## config.mk

```make
export PLATFORM = sky130hd
export DESIGN_NAME = usb0c_ep0
export DESIGN_NICKNAME = d
export VERILOG_FILES = /design/src/hdl/usb0c_pkg.sv /design/src/hdl/usb0c_ep0.sv /design/src/hdl/usb0c_axil.sv /design/src/hdl/usb0c_irq.sv
export SDC_FILE = /design/constraint.sdc
export NUM_CORES = 1
export LEC_CHECK = 0
export BUFFER_PORTS_ARGS = -buffer_cell sky130_fd_sc_hd__buf_2
export CORE_MARGIN = 4
export CORE_UTILIZATION = 50
export DETAILED_ROUTE_END_ITERATION = 7
export GPL_TIMING_DRIVEN = 1
export PLACE_DENSITY_LB_ADDON = 0.2
export SLEW_MARGIN = 0
export SYNTH_ARGS = -nofsm -noshare
export SYNTH_HDL_FRONTEND = slang
export SYNTH_SLANG_ARGS = --single-unit
```

## constraint.sdc

```tcl
create_clock -name core_clk_in -period 2.73 [get_ports core_clk_in]
set_input_delay 0.273 -clock core_clk_in [delete_from_list [all_inputs] [get_ports core_clk_in]]
set_output_delay 0.273 -clock core_clk_in [all_outputs]
set_load 0.02 [all_outputs]
```

## src/hdl/usb0c_pkg.sv

```systemverilog
// How it works
// - writing one to bit 7 clears early end
// - early end acknowledge bit always reads zero
// - writing one to bit 6 clears rx waiting
// - writing one to bit 5 forces STALL answers
// - force stall clears once STALL was sent
// - early end set on premature transaction end
// - transfer last clears when transfer concludes
// - stall sent flag set after any STALL
// - only firmware clears the stall sent flag
// - IN sent clears tx loaded, raises interrupt
// - overwritten IN packet clears tx loaded, interrupts
// - received packet sets rx waiting, interrupts
// - control register at index 0x11, resets zero
// - OUT after transfer last gets STALL in receive mode
// - IN answered with NAK while nothing loaded, STALL instead once transfer last is set in transmit mode
package usb0c_pkg;

	// ==========================================================
	// register map
	localparam int USB0C_AW = 12;
	localparam logic [9:0] USB0C_CSR_IDX = 10'h011;
	localparam logic [9:0] USB0C_IST_IDX = 10'h020;
	localparam logic [9:0] USB0C_IMSK_IDX = 10'h021;
	localparam logic [7:0] USB0C_CSR_RST = 8'h00;
	localparam logic [4:0] USB0C_IRQ_RST = 5'h00;
	localparam logic [1:0] USB0C_RESP_OK = 2'h0;
	localparam logic [1:0] USB0C_RESP_ERR = 2'h2;

	// ==========================================================
	// control register field positions
	localparam int USB0C_B_EEACK = 7;
	localparam int USB0C_B_RXREL = 6;
	localparam int USB0C_B_FSTALL = 5;
	localparam int USB0C_B_EEND = 4;
	localparam int USB0C_B_LAST = 3;
	localparam int USB0C_B_SSENT = 2;
	localparam int USB0C_B_TXLD = 1;
	localparam int USB0C_B_RXW = 0;

	// ==========================================================
	// interrupt event positions
	localparam int USB0C_EV_RX = 0;
	localparam int USB0C_EV_TX = 1;
	localparam int USB0C_EV_STALL = 2;
	localparam int USB0C_EV_EEND = 3;
	localparam int USB0C_EV_STATUS = 4;
	localparam int USB0C_EV_W = 5;

	// ==========================================================
	// types
	typedef enum logic [1:0] {
		USB0C_REG_NONE = 2'b00,
		USB0C_REG_CSR = 2'b01,
		USB0C_REG_IST = 2'b10,
		USB0C_REG_IMSK = 2'b11
	} usb0c_reg_e;

	typedef enum logic [1:0] {
		USB0C_MODE_IDLE = 2'b00,
		USB0C_MODE_TX = 2'b01,
		USB0C_MODE_RX = 2'b10
	} usb0c_mode_e;

	typedef enum logic [1:0] {
		USB0C_HS_ACK = 2'b00,
		USB0C_HS_NAK = 2'b01,
		USB0C_HS_STALL = 2'b10,
		USB0C_HS_SEND = 2'b11
	} usb0c_hs_e;

	// one-cycle event pulses from the serial engine, same clock
	typedef struct packed {
		logic setup_tok;
		logic in_tok;
		logic out_tok;
		logic setup_rx;
		logic out_rx;
		logic in_sent;
		logic stall_sent;
		logic status_done;
	} usb0c_sie_s;

	// register write issued by the bus slave
	typedef struct packed {
		logic en;
		logic [USB0C_AW-1:0] addr;
		logic [31:0] data;
		logic [3:0] strb;
	} usb0c_wr_s;

	// ==========================================================
	// word address decode, low two address bits ignored
	function automatic usb0c_reg_e usb0c_decode(
		input logic [USB0C_AW-1:0] a);
		logic [9:0] idx;
		idx = a[USB0C_AW-1:2];
		if (idx == USB0C_CSR_IDX) begin
			return USB0C_REG_CSR;
		end else if (idx == USB0C_IST_IDX) begin
			return USB0C_REG_IST;
		end else if (idx == USB0C_IMSK_IDX) begin
			return USB0C_REG_IMSK;
		end
		return USB0C_REG_NONE;
	endfunction

endpackage

```

## src/hdl/usb0c_ep0.sv

```systemverilog
// The AXI4-Lite interface to the registers was left to the implementer.
`timescale 1ns/100ps
module usb0c_ep0
	import usb0c_pkg::*;
(
	// clock and reset
	input wire logic core_clk_in,
	input wire logic rstn_in,
	// axi4-lite register bus
	input wire logic s_axi_awvalid_in,
	output logic s_axi_awready_out,
	input wire logic [USB0C_AW-1:0] s_axi_awaddr_in,
	input wire logic s_axi_wvalid_in,
	output logic s_axi_wready_out,
	input wire logic [31:0] s_axi_wdata_in,
	input wire logic [3:0] s_axi_wstrb_in,
	output logic s_axi_bvalid_out,
	input wire logic s_axi_bready_in,
	output logic [1:0] s_axi_bresp_out,
	input wire logic s_axi_arvalid_in,
	output logic s_axi_arready_out,
	input wire logic [USB0C_AW-1:0] s_axi_araddr_in,
	output logic s_axi_rvalid_out,
	input wire logic s_axi_rready_in,
	output logic [31:0] s_axi_rdata_out,
	output logic [1:0] s_axi_rresp_out,
	// serial engine side
	input wire usb0c_sie_s sie_ev_in,
	output logic hs_valid_out,
	output usb0c_hs_e hs_out,
	// interrupt
	output logic irq_out
);

	usb0c_wr_s wr;
	logic [USB0C_AW-1:0] rd_addr;
	logic [31:0] rd_data;
	logic [USB0C_EV_W-1:0] ev;
	logic [USB0C_EV_W-1:0] ist;
	logic [USB0C_EV_W-1:0] imsk;
	logic csr_wr;
	logic [7:0] wb;
	logic rx_waiting_r;
	logic tx_loaded_r;
	logic stall_sent_r;
	logic transfer_last_flag_r;
	logic early_ctrl_end_flag_r;
	logic force_stall_r;
	usb0c_mode_e mode_r;
	logic early_end_ev;
	logic rx_ev;
	logic tx_clr_ev;

	// ==========================================================
	// bus slave and interrupt block
	usb0c_axil u_axil (
		.core_clk_in(core_clk_in),
		.rstn_in(rstn_in),
		.s_axi_awvalid_in(s_axi_awvalid_in),
		.s_axi_awready_out(s_axi_awready_out),
		.s_axi_awaddr_in(s_axi_awaddr_in),
		.s_axi_wvalid_in(s_axi_wvalid_in),
		.s_axi_wready_out(s_axi_wready_out),
		.s_axi_wdata_in(s_axi_wdata_in),
		.s_axi_wstrb_in(s_axi_wstrb_in),
		.s_axi_bvalid_out(s_axi_bvalid_out),
		.s_axi_bready_in(s_axi_bready_in),
		.s_axi_bresp_out(s_axi_bresp_out),
		.s_axi_arvalid_in(s_axi_arvalid_in),
		.s_axi_arready_out(s_axi_arready_out),
		.s_axi_araddr_in(s_axi_araddr_in),
		.s_axi_rvalid_out(s_axi_rvalid_out),
		.s_axi_rready_in(s_axi_rready_in),
		.s_axi_rdata_out(s_axi_rdata_out),
		.s_axi_rresp_out(s_axi_rresp_out),
		.wr_out(wr),
		.rd_addr_out(rd_addr),
		.rd_data_in(rd_data)
	);

	usb0c_irq #(.EV_W(USB0C_EV_W)) u_irq (
		.core_clk_in(core_clk_in),
		.rstn_in(rstn_in),
		.ev_in(ev),
		.st_wr_in(wr.en && wr.strb[0] &&
			usb0c_decode(wr.addr) == USB0C_REG_IST),
		.msk_wr_in(wr.en && wr.strb[0] &&
			usb0c_decode(wr.addr) == USB0C_REG_IMSK),
		.wdata_in(wr.data[USB0C_EV_W-1:0]),
		.status_out(ist),
		.mask_out(imsk),
		.irq_out(irq_out)
	);

	// ==========================================================
	// control register write decode, low byte lane only
	assign csr_wr = wr.en && wr.strb[0] &&
		usb0c_decode(wr.addr) == USB0C_REG_CSR;
	assign wb = csr_wr ? wr.data[7:0] : 8'h00; // zeros do nothing here; a zero in bit 2 still clears stall sent

	// early end: a token of the other kind, or a new setup, while
	// a data phase is open and firmware has not marked its end
	assign early_end_ev = !transfer_last_flag_r && (
		(sie_ev_in.setup_tok && mode_r != USB0C_MODE_IDLE) ||
		(sie_ev_in.in_tok && mode_r == USB0C_MODE_RX) ||
		(sie_ev_in.out_tok && mode_r == USB0C_MODE_TX));
	assign rx_ev = sie_ev_in.setup_rx || sie_ev_in.out_rx;
	// an arriving packet overwrites whatever IN data was loaded
	assign tx_clr_ev = sie_ev_in.in_sent || (rx_ev && tx_loaded_r);

	// interrupt events
	always_comb begin
		ev = '0;
		ev[USB0C_EV_RX] = rx_ev;
		ev[USB0C_EV_TX] = tx_clr_ev;
		ev[USB0C_EV_STALL] = sie_ev_in.stall_sent;
		ev[USB0C_EV_EEND] = early_end_ev;
		ev[USB0C_EV_STATUS] = sie_ev_in.status_done;
	end

	// ==========================================================
	// read mux; acknowledge and release bits read as zero
	always_comb begin
		rd_data = 32'h0000_0000;
		unique case (usb0c_decode(rd_addr))
			USB0C_REG_CSR: begin
				rd_data[USB0C_B_EEACK] = 1'b0;
				rd_data[USB0C_B_FSTALL] = force_stall_r;
				rd_data[USB0C_B_EEND] = early_ctrl_end_flag_r;
				rd_data[USB0C_B_LAST] = transfer_last_flag_r;
				rd_data[USB0C_B_SSENT] = stall_sent_r;
				rd_data[USB0C_B_TXLD] = tx_loaded_r;
				rd_data[USB0C_B_RXW] = rx_waiting_r;
			end
			USB0C_REG_IST: rd_data[USB0C_EV_W-1:0] = ist;
			USB0C_REG_IMSK: rd_data[USB0C_EV_W-1:0] = imsk;
			USB0C_REG_NONE: rd_data = 32'h0000_0000;
		endcase
	end

	// ==========================================================
	// received packet waiting; a new packet wins over release
	always_ff @(posedge core_clk_in or negedge rstn_in) begin
		if (!rstn_in) begin
			rx_waiting_r <= USB0C_CSR_RST[USB0C_B_RXW];
		end else if (rx_ev) begin
			rx_waiting_r <= 1'b1;
		end else if (wb[USB0C_B_RXREL]) begin
			rx_waiting_r <= 1'b0;
		end
	end

	// IN packet loaded; firmware reload in the same cycle wins
	always_ff @(posedge core_clk_in or negedge rstn_in) begin
		if (!rstn_in) begin
			tx_loaded_r <= USB0C_CSR_RST[USB0C_B_TXLD];
		end else if (wb[USB0C_B_TXLD]) begin
			tx_loaded_r <= 1'b1;
		end else if (tx_clr_ev) begin
			tx_loaded_r <= 1'b0;
		end
	end

	// forced stall holds until the engine reports it was sent
	always_ff @(posedge core_clk_in or negedge rstn_in) begin
		if (!rstn_in) begin
			force_stall_r <= USB0C_CSR_RST[USB0C_B_FSTALL];
		end else if (wb[USB0C_B_FSTALL]) begin
			force_stall_r <= 1'b1;
		end else if (sie_ev_in.stall_sent) begin
			force_stall_r <= 1'b0;
		end
	end

	// stall sent; hardware only ever sets it, firmware writes 0
	always_ff @(posedge core_clk_in or negedge rstn_in) begin
		if (!rstn_in) begin
			stall_sent_r <= USB0C_CSR_RST[USB0C_B_SSENT];
		end else if (sie_ev_in.stall_sent) begin
			stall_sent_r <= 1'b1;
		end else if (csr_wr && !wr.data[USB0C_B_SSENT]) begin
			stall_sent_r <= 1'b0;
		end
	end

	// transfer last, set by firmware with its final packet
	always_ff @(posedge core_clk_in or negedge rstn_in) begin
		if (!rstn_in) begin
			transfer_last_flag_r <= USB0C_CSR_RST[USB0C_B_LAST];
		end else if (wb[USB0C_B_LAST]) begin
			transfer_last_flag_r <= 1'b1;
		end else if (sie_ev_in.status_done || sie_ev_in.setup_tok) begin
			transfer_last_flag_r <= 1'b0;
		end
	end

	// early control end, event wins over acknowledge
	always_ff @(posedge core_clk_in or negedge rstn_in) begin
		if (!rstn_in) begin
			early_ctrl_end_flag_r <= USB0C_CSR_RST[USB0C_B_EEND];
		end else if (early_end_ev) begin
			early_ctrl_end_flag_r <= 1'b1;
		end else if (wb[USB0C_B_EEACK]) begin
			early_ctrl_end_flag_r <= 1'b0;
		end
	end

	// ==========================================================
	// data phase direction; a setup always restarts the transfer
	always_ff @(posedge core_clk_in or negedge rstn_in) begin
		if (!rstn_in) begin
			mode_r <= USB0C_MODE_IDLE;
		end else if (sie_ev_in.setup_tok || sie_ev_in.status_done) begin
			mode_r <= USB0C_MODE_IDLE;
		end else if (sie_ev_in.in_tok && mode_r == USB0C_MODE_IDLE) begin
			mode_r <= USB0C_MODE_TX;
		end else if (sie_ev_in.out_tok && mode_r == USB0C_MODE_IDLE) begin
			mode_r <= USB0C_MODE_RX;
		end
	end

	// ==========================================================
	// handshake choice per token, registered for the engine
	always_ff @(posedge core_clk_in or negedge rstn_in) begin
		if (!rstn_in) begin
			hs_valid_out <= 1'b0;
			hs_out <= USB0C_HS_ACK;
		end else begin
			hs_valid_out <= sie_ev_in.setup_tok || sie_ev_in.in_tok ||
				sie_ev_in.out_tok;
			if (sie_ev_in.setup_tok) begin
				hs_out <= USB0C_HS_ACK; // setup is never refused
			end else if (sie_ev_in.in_tok) begin
				if (force_stall_r) begin
					hs_out <= USB0C_HS_STALL;
				end else if (transfer_last_flag_r && !tx_loaded_r &&
					mode_r == USB0C_MODE_TX) begin
					hs_out <= USB0C_HS_STALL;
				end else if (!tx_loaded_r) begin
					hs_out <= USB0C_HS_NAK;
				end else begin
					hs_out <= USB0C_HS_SEND;
				end
			end else if (sie_ev_in.out_tok) begin
				if (force_stall_r) begin
					hs_out <= USB0C_HS_STALL;
				end else if (transfer_last_flag_r &&
					mode_r == USB0C_MODE_RX) begin
					hs_out <= USB0C_HS_STALL;
				end else if (rx_waiting_r) begin
					hs_out <= USB0C_HS_NAK; // FIFO still owned by firmware
				end else begin
					hs_out <= USB0C_HS_ACK;
				end
			end
		end
	end
endmodule // usb0c_ep0

```

## src/hdl/usb0c_axil.sv

```systemverilog
`timescale 1ns/100ps
module usb0c_axil
	import usb0c_pkg::*;
(
	// clock and reset
	input wire logic core_clk_in,
	input wire logic rstn_in,
	// write channels
	input wire logic s_axi_awvalid_in,
	output logic s_axi_awready_out,
	input wire logic [USB0C_AW-1:0] s_axi_awaddr_in,
	input wire logic s_axi_wvalid_in,
	output logic s_axi_wready_out,
	input wire logic [31:0] s_axi_wdata_in,
	input wire logic [3:0] s_axi_wstrb_in,
	output logic s_axi_bvalid_out,
	input wire logic s_axi_bready_in,
	output logic [1:0] s_axi_bresp_out,
	// read channels
	input wire logic s_axi_arvalid_in,
	output logic s_axi_arready_out,
	input wire logic [USB0C_AW-1:0] s_axi_araddr_in,
	output logic s_axi_rvalid_out,
	input wire logic s_axi_rready_in,
	output logic [31:0] s_axi_rdata_out,
	output logic [1:0] s_axi_rresp_out,
	// register side
	output usb0c_wr_s wr_out,
	output logic [USB0C_AW-1:0] rd_addr_out,
	input wire logic [31:0] rd_data_in
);

	logic aw_full_r;
	logic w_full_r;
	logic ar_full_r;
	logic [USB0C_AW-1:0] aw_addr_r;
	logic [USB0C_AW-1:0] rd_addr_r;
	logic [31:0] w_data_r;
	logic [3:0] w_strb_r;
	logic wr_go;

	// readies are flops of their own, kept as the holding slots' inverse
	assign rd_addr_out = rd_addr_r;
	assign wr_go = aw_full_r && w_full_r && !s_axi_bvalid_out;

	// ==========================================================
	// write address and data, taken in either order
	always_ff @(posedge core_clk_in or negedge rstn_in) begin
		if (!rstn_in) begin
			aw_full_r <= 1'b0;
			w_full_r <= 1'b0;
			s_axi_awready_out <= 1'b1;
			s_axi_wready_out <= 1'b1;
			aw_addr_r <= '0;
			w_data_r <= 32'h0000_0000;
			w_strb_r <= 4'h0;
		end else begin
			if (s_axi_awvalid_in && !aw_full_r) begin
				aw_full_r <= 1'b1;
				s_axi_awready_out <= 1'b0;
				aw_addr_r <= s_axi_awaddr_in;
			end else if (wr_go) begin
				aw_full_r <= 1'b0;
				s_axi_awready_out <= 1'b1;
			end
			if (s_axi_wvalid_in && !w_full_r) begin
				w_full_r <= 1'b1;
				s_axi_wready_out <= 1'b0;
				w_data_r <= s_axi_wdata_in;
				w_strb_r <= s_axi_wstrb_in;
			end else if (wr_go) begin
				w_full_r <= 1'b0;
				s_axi_wready_out <= 1'b1;
			end
		end
	end

	// ==========================================================
	// write strobe to the registers and the response
	always_ff @(posedge core_clk_in or negedge rstn_in) begin
		if (!rstn_in) begin
			wr_out <= '0;
			s_axi_bvalid_out <= 1'b0;
			s_axi_bresp_out <= USB0C_RESP_OK;
		end else begin
			wr_out.en <= wr_go;
			wr_out.addr <= aw_addr_r;
			wr_out.data <= w_data_r;
			wr_out.strb <= w_strb_r;
			if (wr_go) begin
				s_axi_bvalid_out <= 1'b1;
				s_axi_bresp_out <= usb0c_decode(aw_addr_r) == USB0C_REG_NONE
					? USB0C_RESP_ERR : USB0C_RESP_OK;
			end else if (s_axi_bready_in) begin
				s_axi_bvalid_out <= 1'b0;
			end
		end
	end

	// ==========================================================
	// reads have no side effects, so data is sampled a cycle late
	always_ff @(posedge core_clk_in or negedge rstn_in) begin
		if (!rstn_in) begin
			ar_full_r <= 1'b0;
			s_axi_arready_out <= 1'b1;
			rd_addr_r <= '0;
			s_axi_rvalid_out <= 1'b0;
			s_axi_rdata_out <= 32'h0000_0000;
			s_axi_rresp_out <= USB0C_RESP_OK;
		end else begin
			if (s_axi_arvalid_in && !ar_full_r) begin
				ar_full_r <= 1'b1;
				s_axi_arready_out <= 1'b0;
				rd_addr_r <= s_axi_araddr_in;
			end else if (ar_full_r && !s_axi_rvalid_out) begin
				ar_full_r <= 1'b0;
				s_axi_arready_out <= 1'b1;
			end
			// a pending answer leaves only on its own handshake
			if (ar_full_r && !s_axi_rvalid_out) begin
				s_axi_rvalid_out <= 1'b1;
				s_axi_rdata_out <= rd_data_in;
				s_axi_rresp_out <= usb0c_decode(rd_addr_r) == USB0C_REG_NONE
					? USB0C_RESP_ERR : USB0C_RESP_OK;
			end else if (s_axi_rvalid_out && s_axi_rready_in) begin
				s_axi_rvalid_out <= 1'b0;
			end
		end
	end

endmodule // usb0c_axil

```

## src/hdl/usb0c_irq.sv

```systemverilog
`timescale 1ns/100ps
module usb0c_irq
	import usb0c_pkg::*;
#(
	parameter int EV_W = USB0C_EV_W
)
(
	// clock and reset
	input wire logic core_clk_in,
	input wire logic rstn_in,
	// events and software access
	input wire logic [EV_W-1:0] ev_in,
	input wire logic st_wr_in,
	input wire logic msk_wr_in,
	input wire logic [EV_W-1:0] wdata_in,
	// state
	output logic [EV_W-1:0] status_out,
	output logic [EV_W-1:0] mask_out,
	output logic irq_out
);

	// status and mask share one 8 bit byte lane
	if (EV_W < 1 || EV_W > 8) begin : g_bad_width
		$error("usb0c_irq: EV_W must be 1 to 8");
	end

	// ==========================================================
	// sticky status, write one to clear; a new event wins
	always_ff @(posedge core_clk_in or negedge rstn_in) begin
		if (!rstn_in) begin
			status_out <= EV_W'(USB0C_IRQ_RST);
		end else begin
			status_out <= (status_out & ~(st_wr_in ? wdata_in : '0)) | ev_in;
		end
	end

	// ==========================================================
	// mask, one enables the bit onto the line
	always_ff @(posedge core_clk_in or negedge rstn_in) begin
		if (!rstn_in) begin
			mask_out <= EV_W'(USB0C_IRQ_RST);
		end else if (msk_wr_in) begin
			mask_out <= wdata_in;
		end
	end

	// level line, one cycle behind the status it reflects
	always_ff @(posedge core_clk_in or negedge rstn_in) begin
		if (!rstn_in) begin
			irq_out <= 1'b0;
		end else begin
			irq_out <= |(status_out & mask_out);
		end
	end

endmodule // usb0c_irq

```

Word level (Yosys, flattened, before mapping)
Index checks and enable logic that the tools add are counted.
Cells by class
  mux-type cells: 70
  div/mod/pow operators: 0
  multiply operators: 0
  shift-type cells: 0
  bitwise operators: 4
  reductions and logical operators: 56
  equal/unequal tests: 17
  $add $sub $neg: 0
  order comparisons: 0
Operator list (count)
  10-bit by 6-bit equality test with 1-bit output, second input constant: 6
  2-bit 2-to-1 mux: 28
  1-bit 2-to-1 mux: 39
  10-bit by 5-bit equality test with 1-bit output, second input constant: 3
  2-bit nonzero test: 12
  1-bit logical AND: 22
  5-bit case mux with 4 select lines: 1
  5-bit bitwise AND: 2
  2-bit equality test, second input constant: 5
  1-bit zero test: 8
  2-bit zero test: 4
  8-bit 2-to-1 mux: 1
  1-bit logical OR: 7
  2-bit by 1-bit equality test with 1-bit output, second input constant: 3
  3-bit nonzero test: 2
  5-bit 2-to-1 mux: 1
  5-bit inverter: 1
  5-bit OR: 1
  5-bit OR reduction: 1
Storage, ports and cells
  register bits after elaboration: 95
  memories kept: 0
  bits of input ports: 75
  ROM bits: 0
  logic and storage cells: 178
  output and inout port bits: 45
  memory bits (writable): 0
  latch bits: 0

Logic depth before layout (Yosys ltp)
  depth in word-level cells: 11
  depth in mapped cells: 4
  gate-level depth less buffers: 3

By module
A second synthesis with hierarchy kept.
Second synthesis, totals
  cells, all modules: 410
  area total of the unflattened synthesis: 6570.1 sq um
Modules (own cells, without submodules)
  usb0c_axil: area an instance 5383.9 sq um, cells an instance 295, seq. area each 3782.4 sq um, instances 1
  usb0c_ep0: area an instance 777.0 sq um, cells an instance 86, seq. area each 275.3 sq um, instances 1
  usb0c_irq: area an instance 409.1 sq um, cells an instance 29, seq. area each 275.3 sq um, instances 1

Least setup slack after synthesis
Ideal clock, no wire load.
  path kind: register to register
  start: register u_axil.wr_out[47] in the netlist's numbering
  end: register u_irq.mask_out[0]
  setup slack: 0.773 ns
  cell stages (with the launch flop): 5
  data arrival time: 1.832 ns
  period minus slack after synthesis: 1.957 ns
  setup time: 0.125 ns
  required time: 2.605 ns
  path buffers: 1
  cells stage by stage: dfrtp_1 -> or4_4 -> or4_4 -> buf_6 -> mux2_4
Between the ends
  word-level cells in the longest chain between the ends: 7
  elaborated cells on any way between the ends: 11
  classes of those cells: eq/ne (4); mux (6); reduce/logical (1)
RTL lines
  start, declared: line usb0c_axil.sv:28  | output usb0c_wr_s wr_out,
  10-bit by 6-bit equality test with 1-bit output: line usb0c_pkg.sv:102  | end else if (idx == USB0C_IMSK_IDX) begin
  1-bit 2-to-1 mux: line usb0c_pkg.sv:102
  1-bit 2-to-1 mux: line usb0c_pkg.sv:100  | end else if (idx == USB0C_IST_IDX) begin
  1-bit 2-to-1 mux: line usb0c_pkg.sv:98  | if (idx == USB0C_CSR_IDX) begin
  2-bit 2-to-1 mux *: line usb0c_pkg.sv:105  | return USB0C_REG_NONE;
  2-bit equality test *: line usb0c_ep0.sv:88  | usb0c_decode(wr.addr) == USB0C_REG_IMSK),
  1-bit logical AND *: line usb0c_ep0.sv:87  | .msk_wr_in(wr.en && wr.strb[0] &&
  end signal, assigned: line usb0c_irq.sv:41  | mask_out <= EV_W'(USB0C_IRQ_RST);
  end signal, assigned: line usb0c_irq.sv:43  | mask_out <= wdata_in;
  end, declared: line usb0c_irq.sv:18  | output logic [EV_W-1:0] mask_out,
Every way passes the cells marked *; elsewhere a longest branch is shown, timed or not.
A chain may end at the register's enable or synchronous reset.

Worst setup path in the final report
  start: register u_axil.wr_out[47] in the netlist's numbering
  end: register u_irq.mask_out[2]
Same word-level chain as after synthesis.

==> results.tsv <==
stage	metric	value	unit
status	outcome	finished clean	
clocking	# H-tree levels	3	
clocking	post-CTS sizing	0	
timing	crit share post-route	71.8	%
placed_design	dpl cell area	0.00396	sq mm
placed_design	Placer Congestion	0.733	
drt	Routed Antenna Nets	0	
clocking	worst skew pair latency	0.35	ns
floorplan	Die ar.	0.00874	sq mm
cells_and_area	Layout Nets	431	
min_path	worst hold path class	primary input to asynchronous set/reset pin	
run	Max-Cap Viols	0	
drt	first-pass iteration count of the detailed router	4	
grt	first-pass GRT wire length	10400	microns
worst_setup_path	Crit Path Class	register to register	
worst_setup_path	reg-to-reg slack, setup	0.77	ns
timing	worst hold slack	0.0730	ns
worst_setup_path	Top Family by Delay on Critical Path	simple AND/OR/NAND/NOR gates	
timing	final hold vios	0	
cells_and_area	antenna fix cells	0	
worst_setup_path	most used cell, CP	or4_4	
synth	sequential element share of the synthesized area	59.7	%
cells_and_area	cell area after layout	0.00420	sq mm
floorplan	I/O pin count	120	
pwr	Pleak	1.96	nW
worst_setup_path	CP peak stage delay	0.62	ns
synth	largest area contributor in the synthesized netlist	dfrtp_1	
timing	pins over their slew limit	0	
clocking	CTS sink cnt	87	
grt	number of global-route vias before repair	2258	
clocking	CTS tree	built	
synth	ys flop type	dfrtp_1	
grt	All-Layer GR Usage	15.2	%
timing	clock skew	0.0101	ns
cells_and_area	layout cells sized above 1	34.6	%
synth	ranking of synthesized cells by area	dfrtp_1 (58%), mux2_2 (10%), buf_4 (5.8%), dfstp_2 (2.2%), mux2_4 (2.1%)	
floorplan	Die Wd	93.5	microns
worst_setup_path	Setup crit start kind	register	
synth	cell count after synthesis	291	
placed_design	HPWL after detailed placement	4560	microns
worst_setup_path	crit-path cells	or4_4 > or4_4 > mux2_4	
timing	Least-Margin Pin Slew	1.05	ns
clocking	Worst-path clk slew	0.09	ns
cells_and_area	P&R area growth vs syn	15.1	%
timing	Setup Viol. Count Final	0	
synth	Post-synth EDFFs	0	
synth	fraction of registers with async set/reset	100	%
floorplan	core area	0.00694	sq mm
floorplan	Starting Density	52.6	%
drt	Routed Wire Length	6240	microns
drt	via count	2240	
floorplan	die height	93.5	microns
clocking	clk buf depth	2	
drt	DRC viols	0	
worst_setup_path	capturing element type of the critical path	register	
worst_setup_path	worst-path fanout max	5	
clocking	TritonCTS buffer count	9	
clocking	setup bufs post-CTS	0	
grt	gr ovfl total	0	
grt	antenna violations before repair	0	
synth	Netlist Area Pre-Place	0.00365	sq mm
timing	RSZ-0062 raised after global routing	no	
placed_design	placed cell count	441	
cells_and_area	Finished Layout Cells	457	
worst_setup_path	CP required	2.96	ns
drt	DR iter-0 viols	51	
pwr	Power Dens Cells	940	mW/mm^2
timing	max frequency	0.510	GHz
pwr	Peak VDD IR	0.000469	V
synth	Syn Area/Cell	12.6	sq um
drt	vias per cell	4.90	
floorplan	# rows	30	
timing	post-route setup slack	0.769	ns
worst_setup_path	CP max-delay cell	or4_4	
grt	largest net degree at the start of global routing	88	
synth	share of the synthesized area in the top cell type	57.5	%
timing	Fin Setup TNS	0	ns
drt	DR WL/cell	13.7	microns
clocking	Hold-fix buffers, CTS	0	
synth	flops & latches, synth	87	
worst_setup_path	Crit path buffers/inverters	0	
clocking	CTS Root Cell	clkbuf_8	
synth	Netlist cell types	45	
timing	Slew HR	29.7	%
placed_design	Port Buf Inserts	60	
timing	Tmin final	1.96	ns
synth	Ys Warns	0	
placed_design	Placement Setup Slack	0.781	ns
worst_setup_path	Worst EP arrival	2.20	ns
-- cell type report --
class	count	area (sq um)
timing repair buffer	64	333
fill	595	2740
tap	96	120
multi-input combinational	179	1260
clock inverter	7	125
sequential	87	2180
inverter	15	56.3
clock buffer	9	124
-- per-stage QoR --
step | util [%] | power [mW]
after global placement | 57.0 | 2.86
after floorplan | - | 2.66
after CTS | 60.5 | 4.00
final | 60.5 | 3.95
after detailed placement | 57.0 | 2.90
after global routing | 60.5 | 4.20
-- metal layers --
| layer | GRT usage (%) | share of wire, % |
|---|---|---|
| met3 | 4.75 | 6.7 |
| met2 | 24.2 | 49 |
| met4 | 5.13 | 0.77 |
| met1 | 19.8 | 44 |
| met5 | 0 | 0 |
-- path summary, 6_finish.rpt --
path,depth (start not counted),startpoint,endpoint
max,3,u_axil.wr_out[47],u_irq.mask_out[2]
max in group asynchronous,1,rstn_in,u_axil.s_axi_bvalid_out
max reg2reg,3,u_axil.wr_out[47],u_irq.mask_out[2]
min in group core_clk_in,2,s_axi_rready_in,u_axil.s_axi_rvalid_out
min,1,rstn_in,hs_valid_out
min reg2reg,0,u_axil.w_data_r[3],u_axil.wr_out[7]
-- cell families (layout without fill, tap and decap cells) --
logic type             count (synthesis)  count (layout)  synth area share (%)
flip-flops                            87              87                  59.7
AND/OR/NAND/NOR                       67              67                  10.9
multiplexers                          38              38                  12.2
other                                  1              28                 0.103
AO/OA/AOI/OAI                         46              46                  8.67
buffers and inverters                 52              95                  8.46
-- report_power, final --
| part | leakage, nW | internal, mW | switching, mW | total (mW) |
|---|---|---|---|---|
| Clock | 0.125 | 0.621 | 0.470 | 1.09 |
| Sequential | 1.03 | 1.74 | 0.265 | 2.00 |
| Combinational | 0.812 | 0.441 | 0.413 | 0.854 |
-- synthesized netlist by cell type, drive strengths merged (2+ instances only) --
library cell and number:
nor3b 2, or3b 2, a32oi 5, o21ai 15
a22o 2, a31oi 6, dfrtp 84, or3 2
o22a 2, nand4bb 2, nand2 8, a21oi 3
or4 3, mux2 38, nor2b 6, and3b 2
nor2 13, dfstp 3, inv 15, clkbuf 7
nand3b 3, buf 30, nor3 7, nor4 3
nand2b 7, and2 5, o221ai 2
-- state kept, by name (all words and copies together), names as in the netlist, 2 cells and up --
| name | cells |
|---|---|
| u_axil.wr_out | 20 |
| hs_out | 2 |
| u_axil.s_axi_rdata_out | 6 |
| u_axil.rd_addr_out | 10 |
| u_irq.status_out | 5 |
| mode_r | 2 |
| u_axil.w_data_r | 8 |
| u_irq.mask_out | 5 |
| u_axil.aw_addr_r | 10 |
-- worst reg2reg max path, stage by stage (launching register included) --
cell	delay [ns]
dfrtp_1	0.37
or4_4	0.54
or4_4	0.62
mux2_4	0.32
-- placed cells by master (no fill, tap or decap), types with 7 or more instances in the layout --
| master | instances |
|---|---|
| dfrtp_1 | 84 |
| nand2_1 | 8 |
| nor2_1 | 13 |
| buf_2 | 59 |
| nor3_1 | 7 |
| inv_1 | 15 |
| clkbuf_8 | 9 |
| mux2_2 | 33 |
| conb_1 | 28 |
| o21ai_0 | 15 |
| nand2b_1 | 7 |
Note: power is estimated with default switching activity, not from simulation.
